$ cat src/include/bp_qual_pkg.sv
// constants and types for the breakpoint qualification unit
package bp_qual_pkg;
    localparam int SLOTS = 8;
    // register byte offsets
    localparam logic [4:0] OFS_SLOT_CMD  = 5'h00;
    localparam logic [4:0] OFS_TRIG_CFG  = 5'h04;
    localparam logic [4:0] OFS_STATUS    = 5'h08;
    localparam logic [4:0] OFS_IRQ_STAT  = 5'h0c;
    localparam logic [4:0] OFS_IRQ_MASK  = 5'h10;
    // slot command fields: [7:0] slot mask, [9:8] action, [16] arm, [17] arm write,
    // [18] opcode select, [19] opcode write
    localparam int SC_ACT_LSB = 8;
    localparam int SC_ARM     = 16;
    localparam int SC_ARM_WR  = 17;
    localparam int SC_OPC     = 18;
    localparam int SC_OPC_WR  = 19;
    // trigger config fields: [15:0] count, [16] rising, [18:17] op
    localparam int TC_RISE    = 16;
    localparam int TC_OP_LSB  = 17;
    // status fields
    localparam int ST_SLOT_LSB = 0;
    localparam int ST_TEN      = 8;
    localparam int ST_TRISE    = 9;
    localparam int ST_TVALID   = 10;
    localparam int ST_ARM      = 11;
    localparam int ST_OPC_LSB  = 16;
    localparam int ST_CNT_LSB  = 24;
    // irq bits
    localparam int IRQ_TRIG = 0;
    localparam int IRQ_EDGE = 1;
    localparam logic [7:0] OPC_HALT   = 8'h76;
    localparam logic [7:0] OPC_LDAA   = 8'h7f;
    localparam logic [15:0] COUNT_ONE = 16'h0001;
    // stall held per counted edge, in cycles
    localparam logic [1:0] STALL_CYC  = 2'h2;
    typedef enum logic [1:0] {ACT_NONE, ACT_ON, ACT_OFF, ACT_WIPE} act_t;
    typedef enum logic [1:0] {TOP_EDGE, TOP_ON, TOP_OFF, TOP_WIPE} trig_op_t;
endpackage

$ cat src/hw/bp_qual_unit.sv
// breakpoint qualification unit with classic wishbone register slave
`timescale 1ns/1ps
`default_nettype none
module bp_qual_unit
    import bp_qual_pkg::*;
(
    input  wire logic        clk,
    input  wire logic        sys_rst,
    input  wire logic [4:0]  wb_adr_i,
    input  wire logic [31:0] wb_dat_i,
    input  wire logic [3:0]  wb_sel_i,
    input  wire logic        wb_we_i,
    input  wire logic        wb_cyc_i,
    input  wire logic        wb_stb_i,
    output logic      [31:0] wb_dat_o,
    output logic             wb_ack_o,
    input  wire logic        probeIn,
    input  wire logic        emulating,
    input  wire logic        hwBreakAck,
    output logic             haltReq,
    output logic             stallReq,
    output logic [7:0]       slotEnable,
    output logic             breakpointsArmed,
    output logic             hwAllEnable,
    output logic [7:0]       breakOpcode,
    output logic             irq
);
    // ----------------------------------------------------------------
    // bus decode
    // ----------------------------------------------------------------
    // the offset compare is shared by every write strobe
    function automatic logic regHit(input logic [4:0] adr, input logic [4:0] ofs);
        return adr == ofs;
    endfunction

    logic        ack_q;
    // no new access while an answer stands, so one strobe makes exactly one access
    wire         access   = wb_cyc_i && wb_stb_i && !ack_q;
    wire         wrStrobe = access && wb_we_i;
    // a write without every byte lane is answered but changes nothing
    wire         allLanes = &wb_sel_i;
    wire         wrSlot   = wrStrobe && allLanes && regHit(wb_adr_i, OFS_SLOT_CMD);
    wire         wrTrig   = wrStrobe && allLanes && regHit(wb_adr_i, OFS_TRIG_CFG);
    wire         wrIrqSt  = wrStrobe && allLanes && regHit(wb_adr_i, OFS_IRQ_STAT);
    wire         wrIrqMk  = wrStrobe && allLanes && regHit(wb_adr_i, OFS_IRQ_MASK);
    wire [7:0]   slotSel  = wb_dat_i[7:0];
    wire act_t   slotAct  = act_t'(wb_dat_i[SC_ACT_LSB +: 2]);
    wire trig_op_t trigOp = trig_op_t'(wb_dat_i[TC_OP_LSB +: 2]);
    wire [15:0]  cntIn    = wb_dat_i[15:0];

    // ----------------------------------------------------------------
    // slot state
    // ----------------------------------------------------------------
    logic [7:0] slotEn_q, slotEn_d;
    logic       hwEn_q, hwEn_d;
    logic       arm_q;
    logic       opcHalt_q;
    // empty mask means every breakpoint, hardware ones included
    wire        noneNamed = slotSel == 8'h00;
    wire [7:0]  target    = noneNamed ? 8'hff : slotSel;

    always_comb begin
        slotEn_d = slotEn_q;
        hwEn_d   = hwEn_q;
        if (wrSlot && allLanes) begin
            unique case (slotAct)
                ACT_ON:   slotEn_d = slotEn_q | target;
                ACT_OFF:  slotEn_d = slotEn_q & ~target;
                ACT_WIPE: slotEn_d = slotEn_q & ~target;
                ACT_NONE: slotEn_d = slotEn_q;
            endcase
            if (noneNamed && slotAct == ACT_ON) begin
                hwEn_d = 1'b1;
            end else if (noneNamed && slotAct != ACT_NONE) begin
                hwEn_d = 1'b0;
            end
        end
    end

    always_ff @(posedge clk) begin
        if (sys_rst) begin
            slotEn_q <= 8'h00;
            hwEn_q   <= 1'b0;
        end else begin
            slotEn_q <= slotEn_d;
            hwEn_q   <= hwEn_d;
        end
    end

    // ----------------------------------------------------------------
    // global arm and break opcode
    // ----------------------------------------------------------------
    // each field has its own write flag, so either can be changed alone
    always_ff @(posedge clk) begin
        if (sys_rst) begin
            arm_q <= 1'b0;
        end else if (wrSlot && wb_dat_i[SC_ARM_WR]) begin
            arm_q <= wb_dat_i[SC_ARM];
        end
    end

    always_ff @(posedge clk) begin
        if (sys_rst) begin
            opcHalt_q <= 1'b0;
        end else if (wrSlot && wb_dat_i[SC_OPC_WR]) begin
            opcHalt_q <= wb_dat_i[SC_OPC];
        end
    end

    // ----------------------------------------------------------------
    // external trigger
    // ----------------------------------------------------------------
    logic        sync1_q, sync2_q, prev_q;
    logic        tEn_q, tRise_q, tValid_q;
    logic [15:0] tCount_q, tRemain_q;
    logic [1:0]  stallCnt_q;
    logic        halt_q;

    // ----------------------------------------------------------------
    // probe synchroniser
    // ----------------------------------------------------------------
    // the edge register reads only the second stage, never the first
    always_ff @(posedge clk) begin
        if (sys_rst) begin
            sync1_q <= 1'b0;
            sync2_q <= 1'b0;
            prev_q  <= 1'b0;
        end else begin
            sync1_q <= probeIn;
            sync2_q <= sync1_q;
            prev_q  <= sync2_q;
        end
    end

    wire edgeSeen  = tRise_q ? (sync2_q && !prev_q) : (!sync2_q && prev_q);
    wire qualEdge  = edgeSeen && tEn_q && tValid_q && emulating;
    wire lastEdge  = qualEdge && tRemain_q == COUNT_ONE;
    wire trigWr    = wrTrig && allLanes;
    wire reconfig  = trigWr && trigOp == TOP_EDGE;
    wire trigOn    = trigWr && trigOp == TOP_ON;
    wire trigOff   = trigWr && trigOp == TOP_OFF;
    wire trigWipe  = trigWr && trigOp == TOP_WIPE;
    // a zero count is treated as one so the first edge still halts
    wire [15:0] cntLoad = (cntIn == 16'h0000) ? COUNT_ONE : cntIn;

    // ----------------------------------------------------------------
    // trigger specification
    // ----------------------------------------------------------------
    always_ff @(posedge clk) begin
        if (sys_rst) begin
            tEn_q <= 1'b0;
        end else if (reconfig) begin
            tEn_q <= 1'b1;
        end else if (trigOn) begin
            // recognition cannot be switched on without an edge setting
            tEn_q <= tValid_q;
        end else if (trigOff || trigWipe) begin
            tEn_q <= 1'b0;
        end
    end

    // off keeps the edge and count; only a wipe returns them to defaults
    always_ff @(posedge clk) begin
        if (sys_rst || trigWipe) begin
            tValid_q <= 1'b0;
            tRise_q  <= 1'b1;
            tCount_q <= COUNT_ONE;
        end else if (reconfig) begin
            tValid_q <= 1'b1;
            tRise_q  <= wb_dat_i[TC_RISE];
            tCount_q <= cntLoad;
        end
    end

    // ----------------------------------------------------------------
    // occurrence counter
    // ----------------------------------------------------------------
    // reloading after a break lets the next run count afresh
    always_ff @(posedge clk) begin
        if (sys_rst || trigWipe) begin
            tRemain_q <= COUNT_ONE;
        end else if (reconfig) begin
            tRemain_q <= cntLoad;
        end else if (lastEdge) begin
            tRemain_q <= tCount_q;
        end else if (qualEdge) begin
            tRemain_q <= tRemain_q - 16'h0001;
        end
    end

    // ----------------------------------------------------------------
    // halt and stall requests
    // ----------------------------------------------------------------
    // halt is a level held until the debug core acknowledges the break
    always_ff @(posedge clk) begin
        if (sys_rst) begin
            halt_q <= 1'b0;
        end else if (lastEdge) begin
            halt_q <= 1'b1;
        end else if (hwBreakAck) begin
            halt_q <= 1'b0;
        end
    end

    // a counted edge costs a short stall; the final edge halts instead
    always_ff @(posedge clk) begin
        if (sys_rst) begin
            stallCnt_q <= 2'h0;
        end else if (qualEdge && !lastEdge && tCount_q != COUNT_ONE) begin
            stallCnt_q <= STALL_CYC;
        end else if (stallCnt_q != 2'h0) begin
            stallCnt_q <= stallCnt_q - 2'h1;
        end
    end

    // ----------------------------------------------------------------
    // interrupts
    // ----------------------------------------------------------------
    logic [1:0] irqStat_q, irqMask_q;
    wire  [1:0] irqEvt;
    assign irqEvt[IRQ_TRIG] = lastEdge;
    assign irqEvt[IRQ_EDGE] = qualEdge && !lastEdge;

    always_ff @(posedge clk) begin
        if (sys_rst) begin
            irqStat_q <= 2'h0;
            irqMask_q <= 2'h0;
        end else begin
            // a new event wins over a simultaneous clear
            irqStat_q <= (irqStat_q & ~(wrIrqSt ? wb_dat_i[1:0] : 2'h0)) | irqEvt;
            if (wrIrqMk) begin
                irqMask_q <= wb_dat_i[1:0];
            end
        end
    end

    // ----------------------------------------------------------------
    // read path and outputs
    // ----------------------------------------------------------------
    wire  [7:0]  breakOpcode_d = opcHalt_q ? OPC_HALT : OPC_LDAA;
    logic [31:0] slotWord, trigWord, statusWord, irqStatWord, irqMaskWord, rdData;

    // arm and opcode select read back in the positions of their write flags
    always_comb begin
        slotWord                         = 32'h0000_0000;
        slotWord[ST_SLOT_LSB +: SLOTS]   = slotEn_q;
        slotWord[SC_ARM_WR]              = arm_q;
        slotWord[SC_OPC_WR]              = opcHalt_q;
        trigWord                         = 32'h0000_0000;
        trigWord[15:0]                   = tCount_q;
        trigWord[TC_RISE]                = tRise_q;
        statusWord                       = 32'h0000_0000;
        statusWord[ST_SLOT_LSB +: SLOTS] = slotEn_q;
        statusWord[ST_TEN]               = tEn_q;
        statusWord[ST_TRISE]             = tRise_q;
        statusWord[ST_TVALID]            = tValid_q;
        statusWord[ST_ARM]               = arm_q;
        statusWord[ST_OPC_LSB +: 8]      = breakOpcode_d;
        statusWord[ST_CNT_LSB +: 8]      = tRemain_q[7:0];
        irqStatWord                      = {30'h0, irqStat_q};
        irqMaskWord                      = {30'h0, irqMask_q};
    end

    // unmapped offsets read as zero but are still answered
    always_comb begin
        unique case (wb_adr_i)
            OFS_SLOT_CMD: rdData = slotWord;
            OFS_TRIG_CFG: rdData = trigWord;
            OFS_STATUS:   rdData = statusWord;
            OFS_IRQ_STAT: rdData = irqStatWord;
            OFS_IRQ_MASK: rdData = irqMaskWord;
            default:      rdData = 32'h0000_0000;
        endcase
    end

    // ----------------------------------------------------------------
    // output registers
    // ----------------------------------------------------------------
    always_ff @(posedge clk) begin
        if (sys_rst) begin
            ack_q            <= 1'b0;
            wb_dat_o         <= 32'h0000_0000;
            haltReq          <= 1'b0;
            stallReq         <= 1'b0;
            slotEnable       <= 8'h00;
            breakpointsArmed <= 1'b0;
            hwAllEnable      <= 1'b0;
            breakOpcode      <= OPC_LDAA;
            irq              <= 1'b0;
        end else begin
            ack_q            <= access;
            wb_dat_o         <= access ? rdData : 32'h0000_0000;
            haltReq          <= halt_q;
            stallReq         <= stallCnt_q != 2'h0;
            // slots only act while the global arm is set
            slotEnable       <= arm_q ? slotEn_q : 8'h00;
            breakpointsArmed <= arm_q;
            hwAllEnable      <= hwEn_q;
            breakOpcode      <= breakOpcode_d;
            irq              <= |(irqStat_q & irqMask_q);
        end
    end
    assign wb_ack_o = ack_q;
endmodule
`default_nettype wire

$ cat config.mk
export PLATFORM = sky130hd
export DESIGN_NAME = bp_qual_unit
export DESIGN_NICKNAME = d
export VERILOG_FILES = /design/src/include/bp_qual_pkg.sv /design/src/hw/bp_qual_unit.sv
export SDC_FILE = /design/constraint.sdc
export NUM_CORES = 1
export LEC_CHECK = 0
export ABC_CLOCK_PERIOD_IN_PS = 2100
export BUFFER_PORTS_ARGS = -buffer_cell sky130_fd_sc_hd__buf_2
export CAP_MARGIN = 5
export CORE_ASPECT_RATIO = 1.4
export CORE_MARGIN = 4
export CORE_UTILIZATION = 40
export CTS_BUF_LIST = sky130_fd_sc_hd__clkbuf_2 sky130_fd_sc_hd__clkbuf_4 sky130_fd_sc_hd__clkbuf_8
export CTS_CLUSTER_DIAMETER = 200
export DETAILED_ROUTE_END_ITERATION = 10
export GPL_ROUTABILITY_DRIVEN = 0
export GPL_TIMING_DRIVEN = 0
export PLACE_DENSITY_LB_ADDON = 0.08
export SETUP_SLACK_MARGIN = 0.3
export SLEW_MARGIN = 30
export SYNTH_ARGS = -nofsm -noshare
export SYNTH_HDL_FRONTEND = slang
export SYNTH_SLANG_ARGS = --single-unit
$ cat constraint.sdc
create_clock -name clk -period 2.1 [get_ports clk]
set_input_delay 0.42 -clock clk [delete_from_list [all_inputs] [get_ports clk]]
set_output_delay 0.42 -clock clk [all_outputs]
set_load 0.02 [all_outputs]
==> flow_summary.ini, run 1 <==
[yosys]
syn_area_um2 = 4250
synth-seq-area-share_pct = 46.6
synth_edf_count = 0
yosysWarnings = 0
synthArstFlopShare_pct = 0
syn_avg_cell_area_um2 = 8.58
netlist.top_cell.by_area = dfxtp_1
syn_inst = 495
synthFlopType = dfxtp_1
synth_area_leaders = dfxtp_1 47%, a21oi_1 6.4%, nand2_1 4.5%
synth_top_area_share_pct = 46.6
yosysMostFrequentCell = dfxtp_1
synth_common_cells = 99 x dfxtp_1, 54 x a21oi_1, 51 x nand2_1
ys_types = 61
ys_ff_latch = 99

[routing]
dr.first_iter.drc_count = 185
firstDrtPassIters = 5
drc = 0
wirelength_um = 14200
drtAntennaViolNets = 0
drt-met1-wl_um = 5380
vias = 4308
wl_met3_um = 887
vias_per_cell = 5.59
routed.top_layer = met4
wire_per_inst_um = 18.5
wl_met2_um = 7240

[grt]
gr-total-overflow = 0
grt_pass1_wl_um = 21300
grt_pass1_vias = 4084
grt_max_degree = 17
grt_util_all_layers_pct = 22.9
antenna_found_initial = 0

[setup_path]
regToRegStartpoint = tRemain_q[12]
crit_path_end_kind = flop
cp_data_arrival_time_ps = 2160
r2r_cells = 7
r2r_slack_ps = 200
r2r-end = tRemain_q[9]
critPathLaunch = tRemain_q[12]
critPathCapture = tRemain_q[9]
critPathKind = flop to flop
cp.required_ps = 2360
critPathMaxFanout = 8
cp-start-kind = flop

[layout]
antennaDiodeCount = 0
n_fill_cell = 969
ff_latch_area_um2 = 2010
finalInstanceArea_um2 = 5760
syn_to_final_growth_pct = 35.5
final_nets = 679
multi_input_area_um2 = 2330
drive_gt1_share_pct = 35.6

[outcome]
status = completed

[floorplan]
dieWidth_um = 95.1
core.rowCount = 44
start_util_pct = 40.8
fp.dieH_um = 130
io-pin-count = 103
design.die.area_um2 = 12400
core-area_um2 = 10400

[placement]
placed_cell_area_um2 = 4900
dp_hpwl_um = 10100
portBuffers = 83

[power]
report.power.total_mw = 3.43
p_leak_nw = 2.37
ir_worst_vdd_uv = 300
p_per_area_nw_per_um2 = 595

[clocking]
cts_buffer_depth = 2
h-tree-depth = 3
cts_buffers = 9
cts_tree = built
clock_sinks = 99
ctsRootBufferMaster = clkbuf_8
clkTransAtPathRegs_ps = 90
ctsHoldBuffers = 0
insertion_delay_ps = 370

[sta]
holdWs_ps = 274
min_period_ps = 1900
tns_ps = 0
setup_viol_count_final = 0
min_period_over_period_pct = 90.5
max_freq_mhz = 526
hold_violations = 0
worstMarginPinSlew_ps = 637
rsz0062_at_grt = yes
final-max-slew-violation-count = 0
relSlewSlack_pct = 57.1
finClkSkew_ps = 10.3

[run]
drv_cap = 0

[min_path]
hold_class = primary input to flop
-- power by group --
group	leakage [nW]	total, mW	switching [mW]	internal, mW
Sequential	0.802	1.87	0.00188	1.87
Combinational	1.46	0.180	0.115	0.0643
Clock	0.113	1.37	0.668	0.705
-- metal layers --
metal	vias to the layer above	global-route usage, %
met5	-	0
met1	2053	26.7
li1	2019	-
met2	177	39.2
met4	0	12.2
met3	59	4.50
-- worst max-delay path, cell delays in order, from the launching register on --
cell	delay, ps
dfxtp_4	380
nor4_4	320
nand4b_2	170
or3_4	360
buf_8	150
o22a_1	200
o211ai_2	140
a21oi_1	90
-- how the worst min path moves through the flow --
stage | start | end | slack, ps | depth (start not counted)
floorplan | opcHalt_q | breakOpcode[0] | 400 | 1
global placement | opcHalt_q | breakOpcode[0] | 420 | 1
detailed placement | opcHalt_q | breakOpcode[0] | 430 | 1
CTS | probeIn | sync1_q | 270 | 2
global route | probeIn | sync1_q | 290 | 2
finish | probeIn | sync1_q | 270 | 2
-- cells by family after synthesis --
logic type,Yosys count,synth area share [%]
and+or+nand+nor,208,26.5
AOI/OAI and AO/OA,136,19.7
DFF,99,46.6
buffers and inverters,46,5.86
muxes,2,0.471
adders and majority gates,2,0.589
other,2,0.177
-- per-stage QoR --
| step | util (%) | cells | worst slack [ps] |
|---|---|---|---|
| global placement | 47.1 | 721 | -304 |
| finish | 55.3 | 770 | 199 |
| detailed placement | 47.1 | 721 | -315 |
| global route | 55.3 | 770 | 126 |
| floorplan | - | 500 | 266 |
| CTS | 52.2 | 756 | 180 |
-- area by class of cell --
type,count,share of cell area [%]
timing repair buffer,117,12.0
sequential,99,34.8
inverter,8,0.609
tap,138,3.00
multi-input combinational,355,40.5
buffer,38,5.22
clock inverter,5,1.46
clock buffer,10,2.39
-- flip-flops by register name, summed over array words and instances, names as in the netlist, 2 cells and up, named ones only --
register    flops
wb_dat_o       28
irqMask_q       2
tRemain_q      16
irqStat_q       2
tCount_q       16
slotEnable      8
stallCnt_q      2
-- timing repair --
action                     CTS  global route
setup buffers               20            14
gates resized for setup     49            71
hold endpoints to repair     0             0
pin swaps                   14            41
setup endpoints to repair   59            61
-- cells in the final DEF, fill, tap and decap left out, types with 3 or more instances in the layout --
cell      Yosys  final
nand3_1      12     10
buf_2         3     84
nor3_4        1      4
dfxtp_4       0      5
o211ai_1      5      5
o21ai_1       1     10
a21oi_1      54     47
dfxtp_2       0      4
and3_1       14     13
inv_1         8      6
nor4_1       10      6
or3_4         0      4
buf_4        15     41
clkbuf_8      0     11
nand2b_1      6      6
inv_4         0      3
clkbuf_1     17      9
buf_8         0      4
conb_1        2      7
nor3_1       11      9
buf_6         2     11
o21ai_0      28     16
nand2_1      51     51
nand4_1       6      6
dfxtp_1      99     90
nor2b_1       8      7
nor2_1       44     40
a21oi_2       0      7
or3_1        12      8
a211oi_1      5      5
a21o_1        3      3
and2_1       14     12
o21ai_2       1      3
a22oi_1      13     12
clkbuf_2      1      3
nor4_4        2      5
Power figures use the tool's default switching activity.
==> inputs of run 2 (changes only) <==
- CORE_UTILIZATION: 40 -> 53
- CTS_BUF_LIST: sky130_fd_sc_hd__clkbuf_2 sky130_fd_sc_hd__clkbuf_4 sky130_fd_sc_hd__clkbuf_8 -> default
- GPL_TIMING_DRIVEN: 0 -> 1
==> run 2 against run 1 <==
  * Setup slack gained 22 ps
  * Highest routed layer unchanged
  * Maximum frequency grew 1.2%
  * Sequential power is essentially flat
  * Critical path type unchanged
  * Sequential cell count is the same
  * Global-route usage grew 3.4 points
  * Die area shrank 23%
  * Combinational power shrank 9%
  * Power shrank 8.2%
==> flow_summary.ini, run 2 (synthesis gave the netlist of run 1 again) <==
[outcome]
status = completed

[routing]
drc = 0
vias = 4154
wirelength_um = 12600
vias_per_cell = 5.82
drtAntennaViolNets = 0
dr.first_iter.drc_count = 273
firstDrtPassIters = 5
wire_per_inst_um = 17.6

[layout]
finalNonFillerCells = 714
antennaDiodeCount = 0
final_nets = 660
largest_registers = wb_dat_o: 28 flops, tCount_q: 16 flops, tRemain_q: 16 flops
largest_register = wb_dat_o
finalInstanceArea_um2 = 5410
drive_gt1_share_pct = 31.4
syn_to_final_growth_pct = 27.3
largest_register_ffs = 28
post-route-util_pct = 69.4
mostFrequentLayoutCells = 91 x dfxtp_1, 83 x buf_2, 54 x a21oi_1
mostFrequentLayoutCell = dfxtp_1

[sta]
finClkSkew_ps = 11.5
relSlewSlack_pct = 53.7
final-max-slew-violation-count = 0
finalWorstSetupSlack_ps = 221
rsz0062_at_grt = yes
worstMarginPinSlew_ps = 688
hold_violations = 0
min_period_ps = 1880
min_period_over_period_pct = 89.5
holdWs_ps = 264
max_freq_mhz = 532
setup_viol_count_final = 0
tns_ps = 0

[setup_path]
r2r_cells = 6
critPathMaxFanout = 8
critPathKind = flop to flop
cp_data_arrival_time_ps = 2150
cp-start-kind = flop
crit_path_end_kind = flop
cp.required_ps = 2380

[floorplan]
dieWidth_um = 83.7
design.die.area_um2 = 9530
start_util_pct = 54.5
fp.dieH_um = 114
io-pin-count = 103
core.rowCount = 38
core-area_um2 = 7800

[grt]
grt_max_degree = 35
antenna_found_initial = 0
use_met3_pct = 4.48
gr-total-overflow = 0
gr-usage-met2_pct = 45.9
grt_use_met1_pct = 30.0
grt_pass1_vias = 3987
busiest_layer = met2
grt_pass1_wl_um = 19900
grt_util_all_layers_pct = 26.3

[placement]
portBuffers = 83
placed_cell_area_um2 = 4990
dpl.cell_count = 689
dp_hpwl_um = 9200
pre_cts_slack_ps = 17.6

[power]
power.switching_mw = 0.774
p_int_mw = 2.37
power_frac_comb_pct = 5.2
report.power.total_mw = 3.14
p_per_area_nw_per_um2 = 582
p_leak_nw = 2.27
swShare_pct = 24.6
ir_worst_vdd_uv = 621
p_clk_share_pct = 35.2
pwr-share-seq_pct = 59.6

[clocking]
clkTransAtPathRegs_ps = 100
clock_sinks = 99
h-tree-depth = 3
cts_buffers = 9
insertion_delay_ps = 370
ctsRootBufferMaster = clkbuf_8
cts_buffer_depth = 2
cts_tree = built

[run]
drv_cap = 0

[min_path]
hold_class = primary input to flop
min_delay_path_depth = 2
## run 2: cell count changes in the layout (fill, tap and decap cells not counted), moves of 4 or more
cell | before | now
a21oi_1 | 47 | 54
a21oi_2 | 7 | 0
buf_4 | 41 | 47
buf_6 | 11 | 3
buf_8 | 4 | 0
clkbuf_1 | 9 | 2
o21ai_0 | 16 | 25
o21ai_1 | 10 | 3
## run 2: final cells by class
cell class | count | area, um2
inverters | 8 | 30.0
clock buffers | 11 | 131
fillers | 647 | 2390
clock inverters | 5 | 38.8
well taps | 100 | 125
multi-input cells | 355 | 2220
flip-flops and latches | 99 | 2000
repair buffers | 136 | 862
## run 2: path summary, 6_finish.rpt
path,start,endpoint,slack (ps)
hold / removal,probeIn,sync1_q,260
setup / recovery,tRemain_q[3],tRemain_q[9],220
setup reg to reg,tRemain_q[3],tRemain_q[9],220
hold reg to reg,opcHalt_q,breakOpcode[0],440
## run 2: per-layer routing
metal | share of wire (%) | vias up
met3 | 6.4 | 53
met1 | 38 | 1939
met4 | 5.1 | 0
met5 | 0 | -
met2 | 50 | 177
li1 | - | 1985
## run 2: power by group through the flow
stage	clock, mW	combinational [mW]	sequential, mW
floorplan	0	0.0723	1.92
global placement	0	0.152	1.92
detailed placement	0	0.156	1.92
CTS	1.12	0.158	1.88
global route	1.18	0.178	1.88
finish	1.11	0.164	1.87
## run 2: worst max-delay path: stages, from the launching register on
cell and delay (ps):
dfxtp_4 370, buf_4 160, or3_4 380, or3_4 410, o22a_1 230, o211ai_2 140, a21oi_1 80
## run 2: timing repair
action | CTS | global route
buffers inserted | 5 | 4
resized for setup | 29 | 21
hold buffers | 0 | 0
pin swaps | 6 | 18
setup endpoints to repair | 37 | 31
==> inputs of run 3 (changes only) <==
- GPL_TIMING_DRIVEN: 1 -> 0
- PLACE_DENSITY: default -> 0.79
- PLACE_DENSITY_LB_ADDON: 0.08 -> default
==> run 3 against run 2 <==
  * Die area unchanged
  * First-iteration DRC count up 88%
  * Maximum frequency down 10%
  * Critical path depth up 2
==> flow_summary.ini, run 3 (synthesis gave the netlist of run 1 again) <==
[clocking]
cts_tree = built
clock_sinks = 99
clkTransAtPathRegs_ps = 100
insertion_delay_ps = 380
ctsRootBufferMaster = clkbuf_8
cts_buffers = 9
h-tree-depth = 3
cts_buffer_depth = 2

[sta]
min_period_over_period_pct = 99.7
finalWorstSetupSlack_ps = 6.08
relSlewSlack_pct = 44.1
final-max-slew-violation-count = 0
holdWs_ps = 265
min_period_ps = 2090
tns_ps = 0
setup_viol_count_final = 0
hold_violations = 0
rsz0062_at_grt = yes
max_freq_mhz = 478
finClkSkew_ps = 10.8
worstMarginPinSlew_ps = 831

[layout]
mostFrequentLayoutCell = dfxtp_1
antennaDiodeCount = 0
largest_registers = wb_dat_o: 28 flops, tCount_q: 16 flops, tRemain_q: 16 flops
final_nets = 683
syn_to_final_growth_pct = 38.1
mostFrequentLayoutCells = 91 x dfxtp_1, 87 x buf_2, 49 x nand2_1
drive_gt1_share_pct = 38.1
finalInstanceArea_um2 = 5870
largest_register = wb_dat_o
largest_register_ffs = 28

[power]
report.power.total_mw = 3.23
power.switching_mw = 0.818
swShare_pct = 25.3
pwr-share-seq_pct = 58.0
power_frac_comb_pct = 6.3
p_leak_nw = 2.42
ir_worst_vdd_uv = 488
p_per_area_nw_per_um2 = 551
p_clk_share_pct = 35.7
p_int_mw = 2.42

[setup_path]
r2r-end = tRemain_q[7]
cp.required_ps = 2400
crit_path_end_kind = flop
critPathKind = flop to flop
r2r_cells = 8
cp-start-kind = flop
r2r_slack_ps = 6
cp_data_arrival_time_ps = 2400
critPathMaxFanout = 7
regToRegStartpoint = tRemain_q[2]

[grt]
grt_util_all_layers_pct = 28.8
gr-total-overflow = 0
grt_pass1_wl_um = 21700
grt_pass1_vias = 4349
grt_max_degree = 17
antenna_found_initial = 0

[min_path]
min_to = sync1_q
hold_class = primary input to flop
worstHoldStart = probeIn
min_delay_path_depth = 2

[floorplan]
fp.dieH_um = 114
start_util_pct = 54.5
design.die.area_um2 = 9530
core-area_um2 = 7800
dieWidth_um = 83.7
io-pin-count = 103
core.rowCount = 38

[run]
drv_cap = 0

[placement]
placed_cell_area_um2 = 4850
portBuffers = 83
pre_cts_slack_ps = -271
dp_hpwl_um = 9250

[routing]
drc = 0
firstDrtPassIters = 5
vias_per_cell = 6.31
vias = 4646
drtAntennaViolNets = 0
dr.first_iter.drc_count = 512
wire_per_inst_um = 20.9
wirelength_um = 15400

[outcome]
status = completed
-- run 3: area by class of cell --
class / count / area (um2)
Buffer: 38 / 329
Clock buffer: 10 / 138
Clock inverter: 5 / 36.3
Fill cell: 542 / 1930
Inverter: 8 / 35.0
Multi-Input combinational cell: 355 / 2420
Sequential cell: 99 / 2000
Tap cell: 100 / 125
Timing Repair Buffer: 121 / 783
-- run 3: through the flow --
stage | std cells | util (%)
final | 736 | 75.3
after global routing | 736 | 75.3
after CTS | 724 | 69.7
after detailed placement | 683 | 62.2
after global placement | 683 | 62.2
after floorplan | 500 | -
-- run 3: worst max path at each step --
| stage | from | cells after the start | endpoint |
|---|---|---|---|
| finish | tRemain_q[2] | 8 | tRemain_q[7] |
| global route | tRemain_q[2] | 8 | tRemain_q[7] |
| CTS | wb_ack_o | 8 | flop |
| detailed placement | wb_adr_i[2] | 6 | wb_dat_o[8] |
| global placement | wb_adr_i[4] | 8 | tRemain_q[10] |
| floorplan | tRemain_q[2] | 7 | tRemain_q[9] |
-- run 3: critical path: stages (launching register included) --
cell and delay (ps):
dfxtp_2 340, clkbuf_8 160, buf_4 160, or4_1 590
nor4_2 270, o21ai_0 150, nand2b_1 90, o211ai_1 100
a21oi_1 160
-- run 3: metal layers --
layer	wire length (um)	up-vias	GRT usage, %
met5	0	-	0
met4	1310	0	21.0
met3	1640	119	6.86
met2	7220	372	48.5
met1	5220	2118	31.6
li1	-	2037	-
-- run 3: repair_timing --
action                                 in CTS  in global routing
gates cloned                                2                  5
setup endpoints to repair                  55                 55
resized for setup                          64                 80
endpoints found under the hold margin       0                  0
pin swaps                                  18                 38
buffers inserted                           24                  7
hold buffers                                0                  0
-- run 3: power by group through the flow --
stage | Combinational, mW | Clock, mW | Sequential, mW
floorplan | 0.0723 | 0 | 1.92
global placement | 0.153 | 0 | 1.92
detailed placement | 0.156 | 0 | 1.92
CTS | 0.167 | 1.14 | 1.87
global route | 0.216 | 1.24 | 1.88
finish | 0.204 | 1.15 | 1.87
